### config.mk
export PLATFORM = sky130hd
export DESIGN_NAME = bst_tap
export DESIGN_NICKNAME = d
export VERILOG_FILES = /design/src/rtl/bst_pkg.sv /design/src/rtl/bst_cell_chain.sv /design/src/rtl/bst_tap.sv
export VERILOG_INCLUDE_DIRS = /design/src /design/src/rtl
export SDC_FILE = /design/constraint.sdc
export NUM_CORES = 1
export LEC_CHECK = 0
export ABC_AREA = 1
export BUFFER_PORTS_ARGS = -buffer_cell sky130_fd_sc_hd__buf_4
export CAP_MARGIN = 20
export CORE_MARGIN = 2
export CORE_UTILIZATION = 53
export DETAILED_ROUTE_END_ITERATION = 12
export PLACE_DENSITY = 0.75
export SLEW_MARGIN = 20
export SYNTH_ARGS = -nofsm -noshare
export SYNTH_HDL_FRONTEND = slang
export SYNTH_SLANG_ARGS = --single-unit
### constraint.sdc
create_clock -name i_clk -period 1.3 [get_ports i_clk]
set_input_delay 0.195 -clock i_clk [delete_from_list [all_inputs] [get_ports i_clk]]
set_output_delay 0.195 -clock i_clk [all_outputs]
set_load 0.02 [all_outputs]
### src/rtl/bst_regs.svh
// constant names for the boundary-scan tap block
`ifndef BST_REGS_SVH
`define BST_REGS_SVH
`define BST_IR_LEN 10
`define BST_CELL_BITS 3
`define BST_CELL_OUT 0
`define BST_CELL_OE 1
`define BST_CELL_IN 2
`define BST_IR_BYPASS 10'h03FF
`define BST_IR_SAMPLE 10'h0005
`define BST_IR_EXTEST 10'h000F
`define BST_IR_IDCODE 10'h0006
`define BST_IR_USERCODE 10'h0007
`define BST_IR_CLAMP 10'h000A
`define BST_IR_HIGHZ 10'h000B
`define BST_IR_CAPTURE 10'h0001
`define BST_RESET_ONES 3'h5
`endif

### src/rtl/bst_pkg.sv
// types shared by the boundary-scan tap block
package bst_pkg;
    // sixteen tap controller states
    typedef enum logic [3:0] {
        BST_RESET, BST_IDLE, BST_SEL_DR, BST_CAP_DR, BST_SHIFT_DR, BST_EXIT1_DR,
        BST_PAUSE_DR, BST_EXIT2_DR, BST_UPD_DR, BST_SEL_IR, BST_CAP_IR, BST_SHIFT_IR,
        BST_EXIT1_IR, BST_PAUSE_IR, BST_EXIT2_IR, BST_UPD_IR
    } bst_state_e;
    // the four-wire serial link, device view
    typedef struct packed {
        logic tck;
        logic tms;
        logic tdi;
    } bst_link_s;
    // common controls to all scan cells
    typedef struct packed {
        logic shift;
        logic capture;
        logic update;
        logic mode;
        logic highz;
        logic rst;
    } bst_ctl_s;
endpackage : bst_pkg

### src/rtl/bst_cell_chain.sv
// chain of three-bit scan cells, one per user pin
`timescale 1ns/1ps
`default_nettype none
`include "bst_regs.svh"
module bst_cell_chain
    import bst_pkg::*;
#(
    parameter int NPINS = 4
) (
    input wire logic i_clk,
    input wire logic i_rst,
    input wire bst_ctl_s i_ctl,
    input wire logic i_cell_serial_in,
    input wire logic [NPINS-1:0] i_core_output_value,
    input wire logic [NPINS-1:0] i_core_output_enable,
    input wire logic [NPINS-1:0] i_pad_in,
    output logic o_cell_serial_out,
    output logic [NPINS-1:0] o_pad_out,
    output logic [NPINS-1:0] o_pad_oe
);
    localparam int LEN = NPINS * `BST_CELL_BITS;
    // all state in one struct
    typedef struct packed {
        logic [LEN-1:0] cap;
        logic [NPINS-1:0] upd_out;
        logic [NPINS-1:0] upd_oe;
        logic [NPINS-1:0] pad_out;
        logic [NPINS-1:0] pad_oe;
        logic [NPINS-1:0] pad_s1; // first sync stage of pad levels
        logic [NPINS-1:0] pad_s2; // synchronised pad levels
    } bst_chain_s;
    bst_chain_s st_q;
    bst_chain_s st_d;
    logic [LEN-1:0] live; // captured live signals
    genvar g;
    // each cell: out, oe, input captures; index 0 nearest serial out
    generate
        for (g = 0; g < NPINS; g++)
        begin : g_cell
            assign live[g*`BST_CELL_BITS+`BST_CELL_OUT] = i_core_output_value[g]; // RQ4
            assign live[g*`BST_CELL_BITS+`BST_CELL_OE] = i_core_output_enable[g]; // RQ4
            assign live[g*`BST_CELL_BITS+`BST_CELL_IN] = st_q.pad_s2[g]; // RQ4 RQ3
        end
    endgenerate
    // next state of capture, update and pad stages
    always_comb
    begin
        st_d = st_q;
        // pad levels are asynchronous: two flops before capture
        st_d.pad_s1 = i_pad_in;
        st_d.pad_s2 = st_q.pad_s1;
        if (i_ctl.capture)
        begin
            st_d.cap = live; // RQ16
        end
        else if (i_ctl.shift)
        begin
            // new bit enters far end, oldest leaves first
            st_d.cap = {i_cell_serial_in, st_q.cap[LEN-1:1]}; // RQ2 RQ6 RQ17 RQ21
        end
        if (i_ctl.update)
        begin
            for (int i = 0; i < NPINS; i++)
            begin
                st_d.upd_out[i] = st_q.cap[i*`BST_CELL_BITS+`BST_CELL_OUT]; // RQ18
                st_d.upd_oe[i] = st_q.cap[i*`BST_CELL_BITS+`BST_CELL_OE]; // RQ18
            end
        end
        // pad mux: core path unless highz or test mode selected
        if (i_ctl.highz)
        begin
            st_d.pad_out = '0;
            st_d.pad_oe = '0;
        end
        else if (i_ctl.mode)
        begin
            st_d.pad_out = st_q.upd_out; // RQ4
            st_d.pad_oe = st_q.upd_oe;
        end
        else
        begin
            st_d.pad_out = i_core_output_value; // RQ16
            st_d.pad_oe = i_core_output_enable;
        end
        if (i_ctl.rst)
        begin
            st_d.upd_out = '0;
            st_d.upd_oe = '0;
        end
    end
    // state register
    always_ff @(posedge i_clk)
    begin
        if (i_rst)
        begin
            st_q <= '0;
        end
        else
        begin
            st_q <= st_d;
        end
    end
    assign o_cell_serial_out = st_q.cap[0];
    assign o_pad_out = st_q.pad_out;
    assign o_pad_oe = st_q.pad_oe;
endmodule : bst_cell_chain
`default_nettype wire

### src/rtl/bst_tap.sv
// boundary-scan test access port: controller, instruction, bypass, chain
// Notes on behaviour
// (RQ1) one-bit bypass register, shortest path
// (RQ2) boundary chain of three-bit cells
// (RQ3) cells on all user pins, clocks included
// (RQ4) capture out/oe/pad, update drives pad
// (RQ5) common shift/clock/update; decode gives mode
// (RQ6) cells chained serial in to out
// (RQ7) ten-bit instruction register, seven instructions
// (RQ8) sixteen states, tms on rising tck
// (RQ9) reset state: inactive, idcode loaded
// (RQ10) power-up starts in reset state
// (RQ11) five tms highs force reset
// (RQ12) tester uses 01100 to shift-ir
// (RQ13) tdo driven only in shift states
// (RQ14) shift-ir outputs present instruction contents
// (RQ15) tester raises tms with last bit
// (RQ16) sample capture keeps core driving pins
// (RQ17) shift: captured out, new in
// (RQ18) update copies capture into update stages
// (RQ19) capture-dr then shift-dr while tms low
// (RQ20) two tms highs reach update-dr
// (RQ21) new bits follow every captured bit
// (RQ22) sample rising tck, change falling tck
// (RQ23) all ones selects bypass
// (RQ24) standard sixteen-state diagram transitions
// (RQ25) chain length is three per pin
`timescale 1ns/1ps
`default_nettype none
`include "bst_regs.svh"
module bst_tap
    import bst_pkg::*;
#(
    parameter int NPINS = 4 // chain length is 3*NPINS
) (
    input wire logic i_clk,
    input wire logic i_rst,
    input wire logic i_tck,
    input wire logic i_tms,
    input wire logic i_tdi,
    output logic o_tdo,
    output logic o_tdo_oe,
    input wire logic [NPINS-1:0] i_core_output_value,
    input wire logic [NPINS-1:0] i_core_output_enable,
    input wire logic [NPINS-1:0] i_pad_in,
    output logic [NPINS-1:0] o_pad_out,
    output logic [NPINS-1:0] o_pad_oe,
    output logic o_test_active
);
    // all tap state in one struct
    typedef struct packed {
        bst_link_s s1;  // first sync stage, read only by s2
        bst_link_s s2;  // synchronised link
        logic tck_prev; // last sampled clock level
        bst_state_e st;
        logic [`BST_IR_LEN-1:0] ir_sh; // instruction shift stage
        logic [`BST_IR_LEN-1:0] ir;    // current instruction
        logic byp;
        logic tdo;
        logic tdo_oe;
        logic active;
    } bst_tap_s;
    bst_tap_s q;
    bst_tap_s d;
    logic rise; // rising tck seen this cycle
    logic fall; // falling tck seen this cycle
    logic chain_out;
    logic sel_bypass;
    logic sel_chain;
    bst_ctl_s ctl;
    // edges come from the synchronised copy only
    // the raw pin is never read here: it may move at any time
    assign rise = q.s2.tck && !q.tck_prev; // RQ22
    assign fall = !q.s2.tck && q.tck_prev; // RQ22
    // instruction decode: unknown codes fall back to bypass
    always_comb
    begin
        sel_chain = 1'b0;
        case (q.ir) // RQ7
            `BST_IR_SAMPLE:
            begin
                // snapshot and preload both go through the chain
                sel_chain = 1'b1;
            end
            `BST_IR_EXTEST:
            begin
                // pins forced from update stages, chain still the serial path
                sel_chain = 1'b1;
            end
            default:
            begin
                // identity, clamp, highz and unknown codes take bypass
                sel_chain = 1'b0;
            end
        endcase
        sel_bypass = !sel_chain; // RQ23 RQ1
    end
    // common controls: shift, capture and update qualified by the rising edge, mode, highz and rst not
    always_comb
    begin
        ctl.shift = rise && (q.st == BST_SHIFT_DR) && sel_chain; // RQ5 RQ17
        ctl.capture = rise && (q.st == BST_CAP_DR) && sel_chain; // RQ5 RQ16
        ctl.update = rise && (q.st == BST_UPD_DR) && sel_chain; // RQ5 RQ18
        ctl.mode = (q.ir == `BST_IR_EXTEST) || (q.ir == `BST_IR_CLAMP); // RQ5
        ctl.highz = (q.ir == `BST_IR_HIGHZ);
        // pins run normally in the reset state, whatever instruction is held
        if (q.st == BST_RESET)
        begin
            ctl.mode = 1'b0; // RQ9
            ctl.highz = 1'b0; // RQ9
        end
        ctl.rst = (q.st == BST_RESET); // RQ9
    end
    // next state of controller and registers
    always_comb
    begin
        d = q;
        // link pins enter the two-stage synchroniser
        d.s1 = '{tck: i_tck, tms: i_tms, tdi: i_tdi};
        d.s2 = q.s1;
        // previous clock level, for edge finding
        d.tck_prev = q.s2.tck;
        if (rise)
        begin
            // standard diagram; five tms highs reach reset from anywhere
            case (q.st) // RQ8 RQ24 RQ11
                BST_RESET:
                begin
                    // held here while tms stays high
                    d.st = q.s2.tms ? BST_RESET : BST_IDLE;
                end
                BST_IDLE:
                begin
                    // parked between scans while tms low
                    d.st = q.s2.tms ? BST_SEL_DR : BST_IDLE;
                end
                BST_SEL_DR:
                begin
                    // choose data or instruction column
                    d.st = q.s2.tms ? BST_SEL_IR : BST_CAP_DR;
                end
                BST_CAP_DR:
                begin
                    // capture done, shift or skip to exit
                    d.st = q.s2.tms ? BST_EXIT1_DR : BST_SHIFT_DR; // RQ19
                end
                BST_SHIFT_DR:
                begin
                    // keeps shifting while tms low
                    d.st = q.s2.tms ? BST_EXIT1_DR : BST_SHIFT_DR; // RQ19
                end
                BST_EXIT1_DR:
                begin
                    // second high in a row goes to update
                    d.st = q.s2.tms ? BST_UPD_DR : BST_PAUSE_DR; // RQ20
                end
                BST_PAUSE_DR:
                begin
                    // tester may rest here
                    d.st = q.s2.tms ? BST_EXIT2_DR : BST_PAUSE_DR;
                end
                BST_EXIT2_DR:
                begin
                    // resume shifting or update
                    d.st = q.s2.tms ? BST_UPD_DR : BST_SHIFT_DR;
                end
                BST_UPD_DR:
                begin
                    // update done, next scan or idle
                    d.st = q.s2.tms ? BST_SEL_DR : BST_IDLE;
                end
                BST_SEL_IR:
                begin
                    // a further high lands in reset
                    d.st = q.s2.tms ? BST_RESET : BST_CAP_IR;
                end
                BST_CAP_IR:
                begin
                    // present instruction loaded for shifting
                    d.st = q.s2.tms ? BST_EXIT1_IR : BST_SHIFT_IR;
                end
                BST_SHIFT_IR:
                begin
                    // keeps shifting while tms low
                    d.st = q.s2.tms ? BST_EXIT1_IR : BST_SHIFT_IR; // RQ14
                end
                BST_EXIT1_IR:
                begin
                    // high goes to update
                    d.st = q.s2.tms ? BST_UPD_IR : BST_PAUSE_IR;
                end
                BST_PAUSE_IR:
                begin
                    // tester may rest here
                    d.st = q.s2.tms ? BST_EXIT2_IR : BST_PAUSE_IR;
                end
                BST_EXIT2_IR:
                begin
                    // resume shifting or update
                    d.st = q.s2.tms ? BST_UPD_IR : BST_SHIFT_IR;
                end
                BST_UPD_IR:
                begin
                    // new instruction in force from the next state on
                    d.st = q.s2.tms ? BST_SEL_DR : BST_IDLE;
                end
                default:
                begin
                    // unreachable codes recover through reset
                    d.st = BST_RESET;
                end
            endcase
            case (q.st)
                BST_RESET:
                begin
                    // reload the power-up instruction on every rise here
                    d.ir = `BST_IR_IDCODE; // RQ9
                end
                BST_CAP_IR:
                begin
                    // capture loads present instruction for shifting out
                    d.ir_sh = q.ir; // RQ14
                end
                BST_SHIFT_IR:
                begin
                    // lsb first, tdi sampled on rising edge
                    d.ir_sh = {q.s2.tdi, q.ir_sh[`BST_IR_LEN-1:1]}; // RQ22 RQ7
                end
                BST_UPD_IR:
                begin
                    // decode sees the new code only after update
                    d.ir = q.ir_sh;
                end
                BST_CAP_DR:
                begin
                    // bypass captures a fixed zero
                    d.byp = 1'b0; // RQ1
                end
                BST_SHIFT_DR:
                begin
                    // one-stage path, tdi straight towards tdo
                    d.byp = q.s2.tdi; // RQ1
                end
                default:
                begin
                    // nothing else touches the instruction
                    d.ir = q.ir;
                end
            endcase
        end
        // tdo changes and enables only on falling edges
        // outside shift states tdo keeps its level, only the enable drops
        if (fall)
        begin
            d.tdo_oe = (q.st == BST_SHIFT_IR) || (q.st == BST_SHIFT_DR); // RQ13
            if (q.st == BST_SHIFT_IR)
            begin
                // lsb of the held instruction leads
                d.tdo = q.ir_sh[0]; // RQ14
            end
            else if (q.st == BST_SHIFT_DR)
            begin
                // path chosen by the current instruction
                d.tdo = sel_bypass ? q.byp : chain_out; // RQ1 RQ21
            end
        end
        // status flag lags the state by one clock
        d.active = (q.st != BST_RESET); // RQ9
    end
    // state register; reset is the power-up reset state
    always_ff @(posedge i_clk)
    begin
        if (i_rst)
        begin
            // every field cleared, then the reset state and its instruction
            q <= '0; // RQ10
            q.st <= BST_RESET; // RQ10
            q.ir <= `BST_IR_IDCODE; // RQ9
        end
        else
        begin
            // plain register transfer
            q <= d;
        end
    end
    // boundary chain, length three per pin
    bst_cell_chain #(
        .NPINS(NPINS) // RQ25
    ) u_chain (
        .i_clk(i_clk),
        .i_rst(i_rst),
        .i_ctl(ctl),
        .i_cell_serial_in(q.s2.tdi),
        .i_core_output_value(i_core_output_value),
        .i_core_output_enable(i_core_output_enable),
        .i_pad_in(i_pad_in),
        .o_cell_serial_out(chain_out),
        .o_pad_out(o_pad_out),
        .o_pad_oe(o_pad_oe)
    );
    // outputs straight from registers, no logic after the flops
    assign o_tdo = q.tdo;
    assign o_tdo_oe = q.tdo_oe;
    assign o_test_active = q.active;
endmodule : bst_tap
`default_nettype wire

Word level (Yosys, flattened, before mapping)

Index checks and enable logic that the tools add are counted.

Flip-flop bits (word level): 71
Bits of input ports: 17
Output and inout port bits: 11
Logic and storage cells: 93

Equality and inequality tests: 19
Muxes and demuxes: 24
Reduce and logical (&&, ||, !) cells: 29

Operator list:

| kind                                                                   | number |
|---|---|
| 4-bit case mux with 12 select lines                                    | 1 |
| 10-bit case mux with 2 select lines                                    | 2 |
| 4-bit equality test, second input constant                             | 8 |
| 10-bit by 4-bit equality test with 1-bit output, second input constant | 3 |
| 12-bit two-way mux                                                     | 2 |
| 4-bit by 3-bit equality test with 1-bit output, second input constant  | 4 |
| 4-bit two-way mux                                                      | 4 |
| 10-bit by 3-bit equality test with 1-bit output, second input constant | 1 |
| 2-bit nonzero test                                                     | 5 |
| 2-bit OR reduction                                                     | 5 |
| 4-bit by 2-bit equality test with 1-bit output, second input constant  | 2 |
| 1-bit logical AND                                                      | 8 |
| 2-bit two-way mux                                                      | 4 |
| 8-bit two-way mux                                                      | 1 |
| 2-bit AND reduction                                                    | 4 |
| 1-bit two-way mux                                                      | 7 |
| 3-bit two-way mux                                                      | 2 |
| 4-bit by 1-bit equality test with 1-bit output, second input constant  | 1 |
| 4-bit logical NOT                                                      | 1 |
| 4-bit nonzero test                                                     | 1 |
| 3-bit OR reduction                                                     | 1 |
| 1-bit logical NOT                                                      | 2 |
| 1-bit logical OR                                                       | 2 |
| 1-bit case mux with 2 select lines                                     | 1 |

Depth between registers and ports, before layout

Depth in word-level cells: 6
Gate-level depth with buffers: 10
Mapped depth without buffers: 9

Hierarchy

From an unflattened synthesis, not the netlist that was laid out.

Cell total of the unflattened synthesis: 457
Area total of the unflattened synthesis: 3,138.0 um^2

By module, submodules not included:

| module         | instances | cells an instance | area an instance (um^2) | sequential area each (um^2) |
|---|---|---|---|---|
| bst_tap        | 1         | 262               | 1,709.1                 | 700.7 |
| bst_cell_chain | 1         | 195               | 1,428.9                 | 720.7 |

Worst setup path after synthesis

OpenSTA, ideal clock, no wires.

Path kind: register to register
Start point: register q[9] (netlist bit)
End point: register u_chain.st_q[28] (netlist bit)
Library setup time: 0.118 ns
Data arrival time: 1.224 ns
Data required time: 1.182 ns
Setup slack: -0.042 ns
Cell stages (with the launch flop): 10
Buffers on the path: 1
Clock period less this slack: 1.342 ns
Path through: dfxtp_1 inv_1 nand2_1 nor2_4 nand3_2 nand2_4 nand3_2 inv_1 buf_6 a21oi_1

Longest elaborated chain between the ends: 5
Elaborated cells between the ends (all ways): 8
Those cells by class: 2 x eq/ne; 2 x mux; 4 x reduce/logical

RTL lines:

| item                                                                                                                      | RTL line                       | RTL |
|---|---|---|
| start: declaration                                                                                                        | bst_tap.sv:63                  | `bst_tap_s q;` |
| 10-bit by 4-bit equality test with 1-bit output / 10-bit by 3-bit equality test with 1-bit output (equally long branches) | bst_tap.sv:79                  | `case (q.ir)` |
| 2-bit OR reduction (no line) *                                                                                            | --                             |  |
| 1-bit two-way mux *                                                                                                       | bst_tap.sv:79                  |  |
| 1-bit logical AND, on equally long branches                                                                               | bst_tap.sv:102, bst_tap.sv:101 |  |
| 12-bit two-way mux / 2-bit nonzero test (equally long branches)                                                           | --                             |  |
| end signal: assignment                                                                                                    | bst_cell_chain.sv:100          | `st_q <= st_d;` |
| end: declaration                                                                                                          | bst_cell_chain.sv:32           | `bst_chain_s st_q;` |

Every way passes the cells marked *; elsewhere a longest branch is shown, timed or not.
A chain may end at the register's enable or synchronous reset.

Final worst setup path

Start point: register q[4] (netlist bit)
End point: register u_chain.st_q, in the netlist u_chain.o_cell_serial_out

Same word-level chain as after synthesis.

==> impl_metrics.env <==
export IMPL_placed_area_mm2=0.00380
export IMPL_fp_dieW_um=82.7
export IMPL_clock_sinks=71
export IMPL_drc_errors=0
export IMPL_cpPeakStageDelay_ns=0.40
export IMPL_synthCells=472
export IMPL_maxCapViolCount=0
export IMPL_grt_usage_pct=25.5
export IMPL_fmax_mhz=645
export IMPL_fp_dieH_um=82.7
export IMPL_crit_path_start_kind="flop"
export IMPL_status="complete, but fails checks"
export IMPL_ctsHoldBuffers=0
export IMPL_final_cells=621
export IMPL_finalHoldViolCount=0
export IMPL_netlist_area_mm2=0.00328
export IMPL_critPathRequiredTime_ns=1.58
export IMPL_timing_final_crit_share_pct=119
export IMPL_first_pass_iters=5
export IMPL_row_count=28
export IMPL_cts_root_buf="clkbuf_8"
export IMPL_wl_per_cell_um=14.0
export IMPL_r2r_end="u_chain.o_cell_serial_out"
export IMPL_finalSetupViolCount=41
export IMPL_violations="setup timing"
export IMPL_synth_area_per_cell_um2=6.96
export IMPL_vias=3178
export IMPL_criticalPathCategory="reg -> reg"
export IMPL_port_buffers=27
export IMPL_clkLatencyLatePin_ns=0.35
export IMPL_grt_first_pass_wirelength_um=13200
export IMPL_endpoint_kind="flop"
export IMPL_drt_iter0_drc=191
export IMPL_timing_final_max_slew_violations=0
export IMPL_pre_cts_ws_ns=-0.200
export IMPL_rsz0062_at_grt="true"
export IMPL_cp_num_cells=9
export IMPL_max_slew_margin_pct=77.8
export IMPL_finalClockSkew_ns=0.00881
export IMPL_area_delta_synth_final_pct=37.7
export IMPL_dp_cells=593
export IMPL_arrival_ns=1.83
export IMPL_grt_pass1_vias=2854
export IMPL_grt_overflow=0
export IMPL_worst_r2r_path_depth=9
export IMPL_worst_slew_pin_slew_ns=0.333
export IMPL_cts_buffers=9
export IMPL_cp_top_family="simple AND/OR/NAND/NOR gates"
export IMPL_crit_fanout=5
export IMPL_holdWs_ns=0.0412
export IMPL_register_area_mm2=0.00144
export IMPL_ant_nets=0
export IMPL_worstSetupStartpoint="q[4]"
export IMPL_grt_max_degree=25
export IMPL_ys_ff_latch=71
export IMPL_seq_area_frac_synth_pct=43.3
export IMPL_power_density_mw_per_mm2=988
export IMPL_post_route_cell_area_mm2=0.00452
export IMPL_clock_path_buffers=2
export IMPL_n_fill_cell=418
export IMPL_endpoint="u_chain.o_cell_serial_out"
export IMPL_rr_startpoint="q[4]"
export IMPL_crit_chain="nand2_1 > nor2_2 > nand3_4 > nand2_8 > nand3_4 > buf_6 > nand2_2 > nand2_2 > a21oi_2"
export IMPL_viasPerCell=5.12
export IMPL_rrSetupSlack_ns=-0.25
export IMPL_gp_congestion=0.898
export IMPL_drive_above_1_share_pct=42.3
export IMPL_multiInputGateArea_mm2=0.00183
export IMPL_tritoncts="done"
export IMPL_antenna_found_initial=0
export IMPL_nNetsFinal=559
export IMPL_clk_pin_slew_ns=0.07
export IMPL_dp_hpwl_um=4900
export IMPL_start_util_pct=55.1
export IMPL_setup_slack_ns=-0.250
export IMPL_synth_cell_types=29
export IMPL_final_util_pct=75.9
export IMPL_pin_count=28
export IMPL_irDropWorstVdd_uv=905
export IMPL_syn_nets=489
export IMPL_worst_path_buf_inv=1
export IMPL_ys_warn_count=0
export IMPL_p_leak_nw=2.10
export IMPL_die_area_mm2=0.00684
export IMPL_fin_crit_ns=1.55
export IMPL_drt_total_wl_um=8690
export IMPL_cts_max_level=3
export IMPL_n_antenna_cell=0
export IMPL_hold_class="in -> reg"
export IMPL_core_mm2=0.00596
export IMPL_critPathSlowestCell="dfxtp_1"
[routing by layer]
layer	track usage [%]	up-vias	share of wire [%]
li1	-	1602	-
met1	32.5	1454	42
met2	42.7	103	50
met3	6.41	19	5.9
met4	7.70	0	1.9
met5	0	-	0
[sequential cells by signal, summed over array words and instances (netlist names)]
signal	cells
d	4
o_tdo	1
o_tdo_oe	1
o_test_active	1
q	28
u_chain.live	4
u_chain.o_cell_serial_out	1
u_chain.o_pad_oe	4
u_chain.o_pad_out	4
u_chain.st_d	4
u_chain.st_q	19
[layout by cell type (no fill, tap or decap), drive strengths merged, types with 2 or more instances in the layout]
cell type	instances
nand2	142
buf	79
dfxtp	71
nor2	66
inv	65
a21oi	32
o21ai	26
nand3	15
or2	12
a31oi	10
clkbuf	10
clkinvlp	3
nand4	3
clkinv	3
o22ai	2
bufinv	2
nor3	2
[synth_stat cells]
master	n	area [um^2]
o21bai_1	1	7.51
nand3_1	12	60.1
buf_2	3	15.0
inv_2	1	3.75
or2_2	12	75.1
o21ai_0	26	130
nor2_2	3	18.8
nand2_2	3	18.8
nor2_1	60	225
nor3_1	1	5.00
nand2_4	1	11.3
a21oi_1	24	120
nand4_1	1	6.26
nand2_1	138	518
o211ai_1	1	7.51
o22ai_1	2	12.5
a41oi_2	1	16.3
buf_1	1	3.75
buf_6	4	45.0
a21oi_2	8	70.1
buf_4	9	67.6
nor3_2	1	10.0
nand3_2	3	30.0
nor2_4	3	33.8
dfxtp_1	71	1420
inv_1	66	248
a31oi_1	10	62.6
clkbuf_1	5	18.8
nand4_4	1	21.3
[through the flow]
step | TNS [ns] | power (mW)
floorplan | -0.0395 | 2.40
global placement | -4.12 | 2.50
detailed placement | -4.57 | 2.50
CTS | -2.87 | 4.45
global route | -9.09 | 4.60
finish | -5.39 | 4.46
[worst min-delay path: stages]
cell and delay, ns:
buf_4 0.07, inv_1 0.03, nor2_1 0.06
[report_power, final]
group | switching [mW] | internal (mW) | total (mW)
Clock | 0.860 | 1.13 | 1.99
Combinational | 0.147 | 0.113 | 0.260
Sequential | 0.0163 | 2.20 | 2.22
Total | 1.02 | 3.44 | 4.46
[cell type report]
class                      count  share of cell area, %
clock buffer                  10                   3.04
clock inverter                 5                   1.83
inverter                      67                   5.90
multi-input combinational    313                   40.4
sequential                    71                   31.9
tap                           75                   2.08
timing repair buffer          79                   14.7
timing repair inverter         1                  0.166
[logic make-up (layout without fill, tap and decap cells)]
group | Yosys count | count (layout) | synth area share [%]
AOI/OAI and AO/OA | 73 | 73 | 13.0
DFF | 71 | 71 | 43.3
and+or+nand+nor | 239 | 240 | 31.5
buffers and inverters | 89 | 162 | 12.2
[how the worst min path moves through the flow]
| stage | start | endpoint | slack (ns) | depth (start not counted) |
|---|---|---|---|---|
| 6_report | i_tdi | d[29] | 0.04 | 3 |
| 5_1_grt | i_pad_in[1] | u_chain.st_d[1] | 0.04 | 3 |
| 4_1_cts | i_tdi | d[29] | 0.04 | 3 |
| 3_5_place_dp | d[29] | q[29] | 0.39 | 2 |
| 3_3_place_gp | d[31] | d[28] | 0.39 | 2 |
| 2_1_floorplan | i_tdi | d[29] | 0.30 | 2 |
[repair_timing]
item                                    in CTS  in global routing
gates resized for setup                     45                 98
setup buffers                                4                  5
pin swaps                                   10                 23
cloned                                       4                  0
endpoints found under the setup margin      51                 54
No activity file was read; power rests on OpenSTA's default activity.
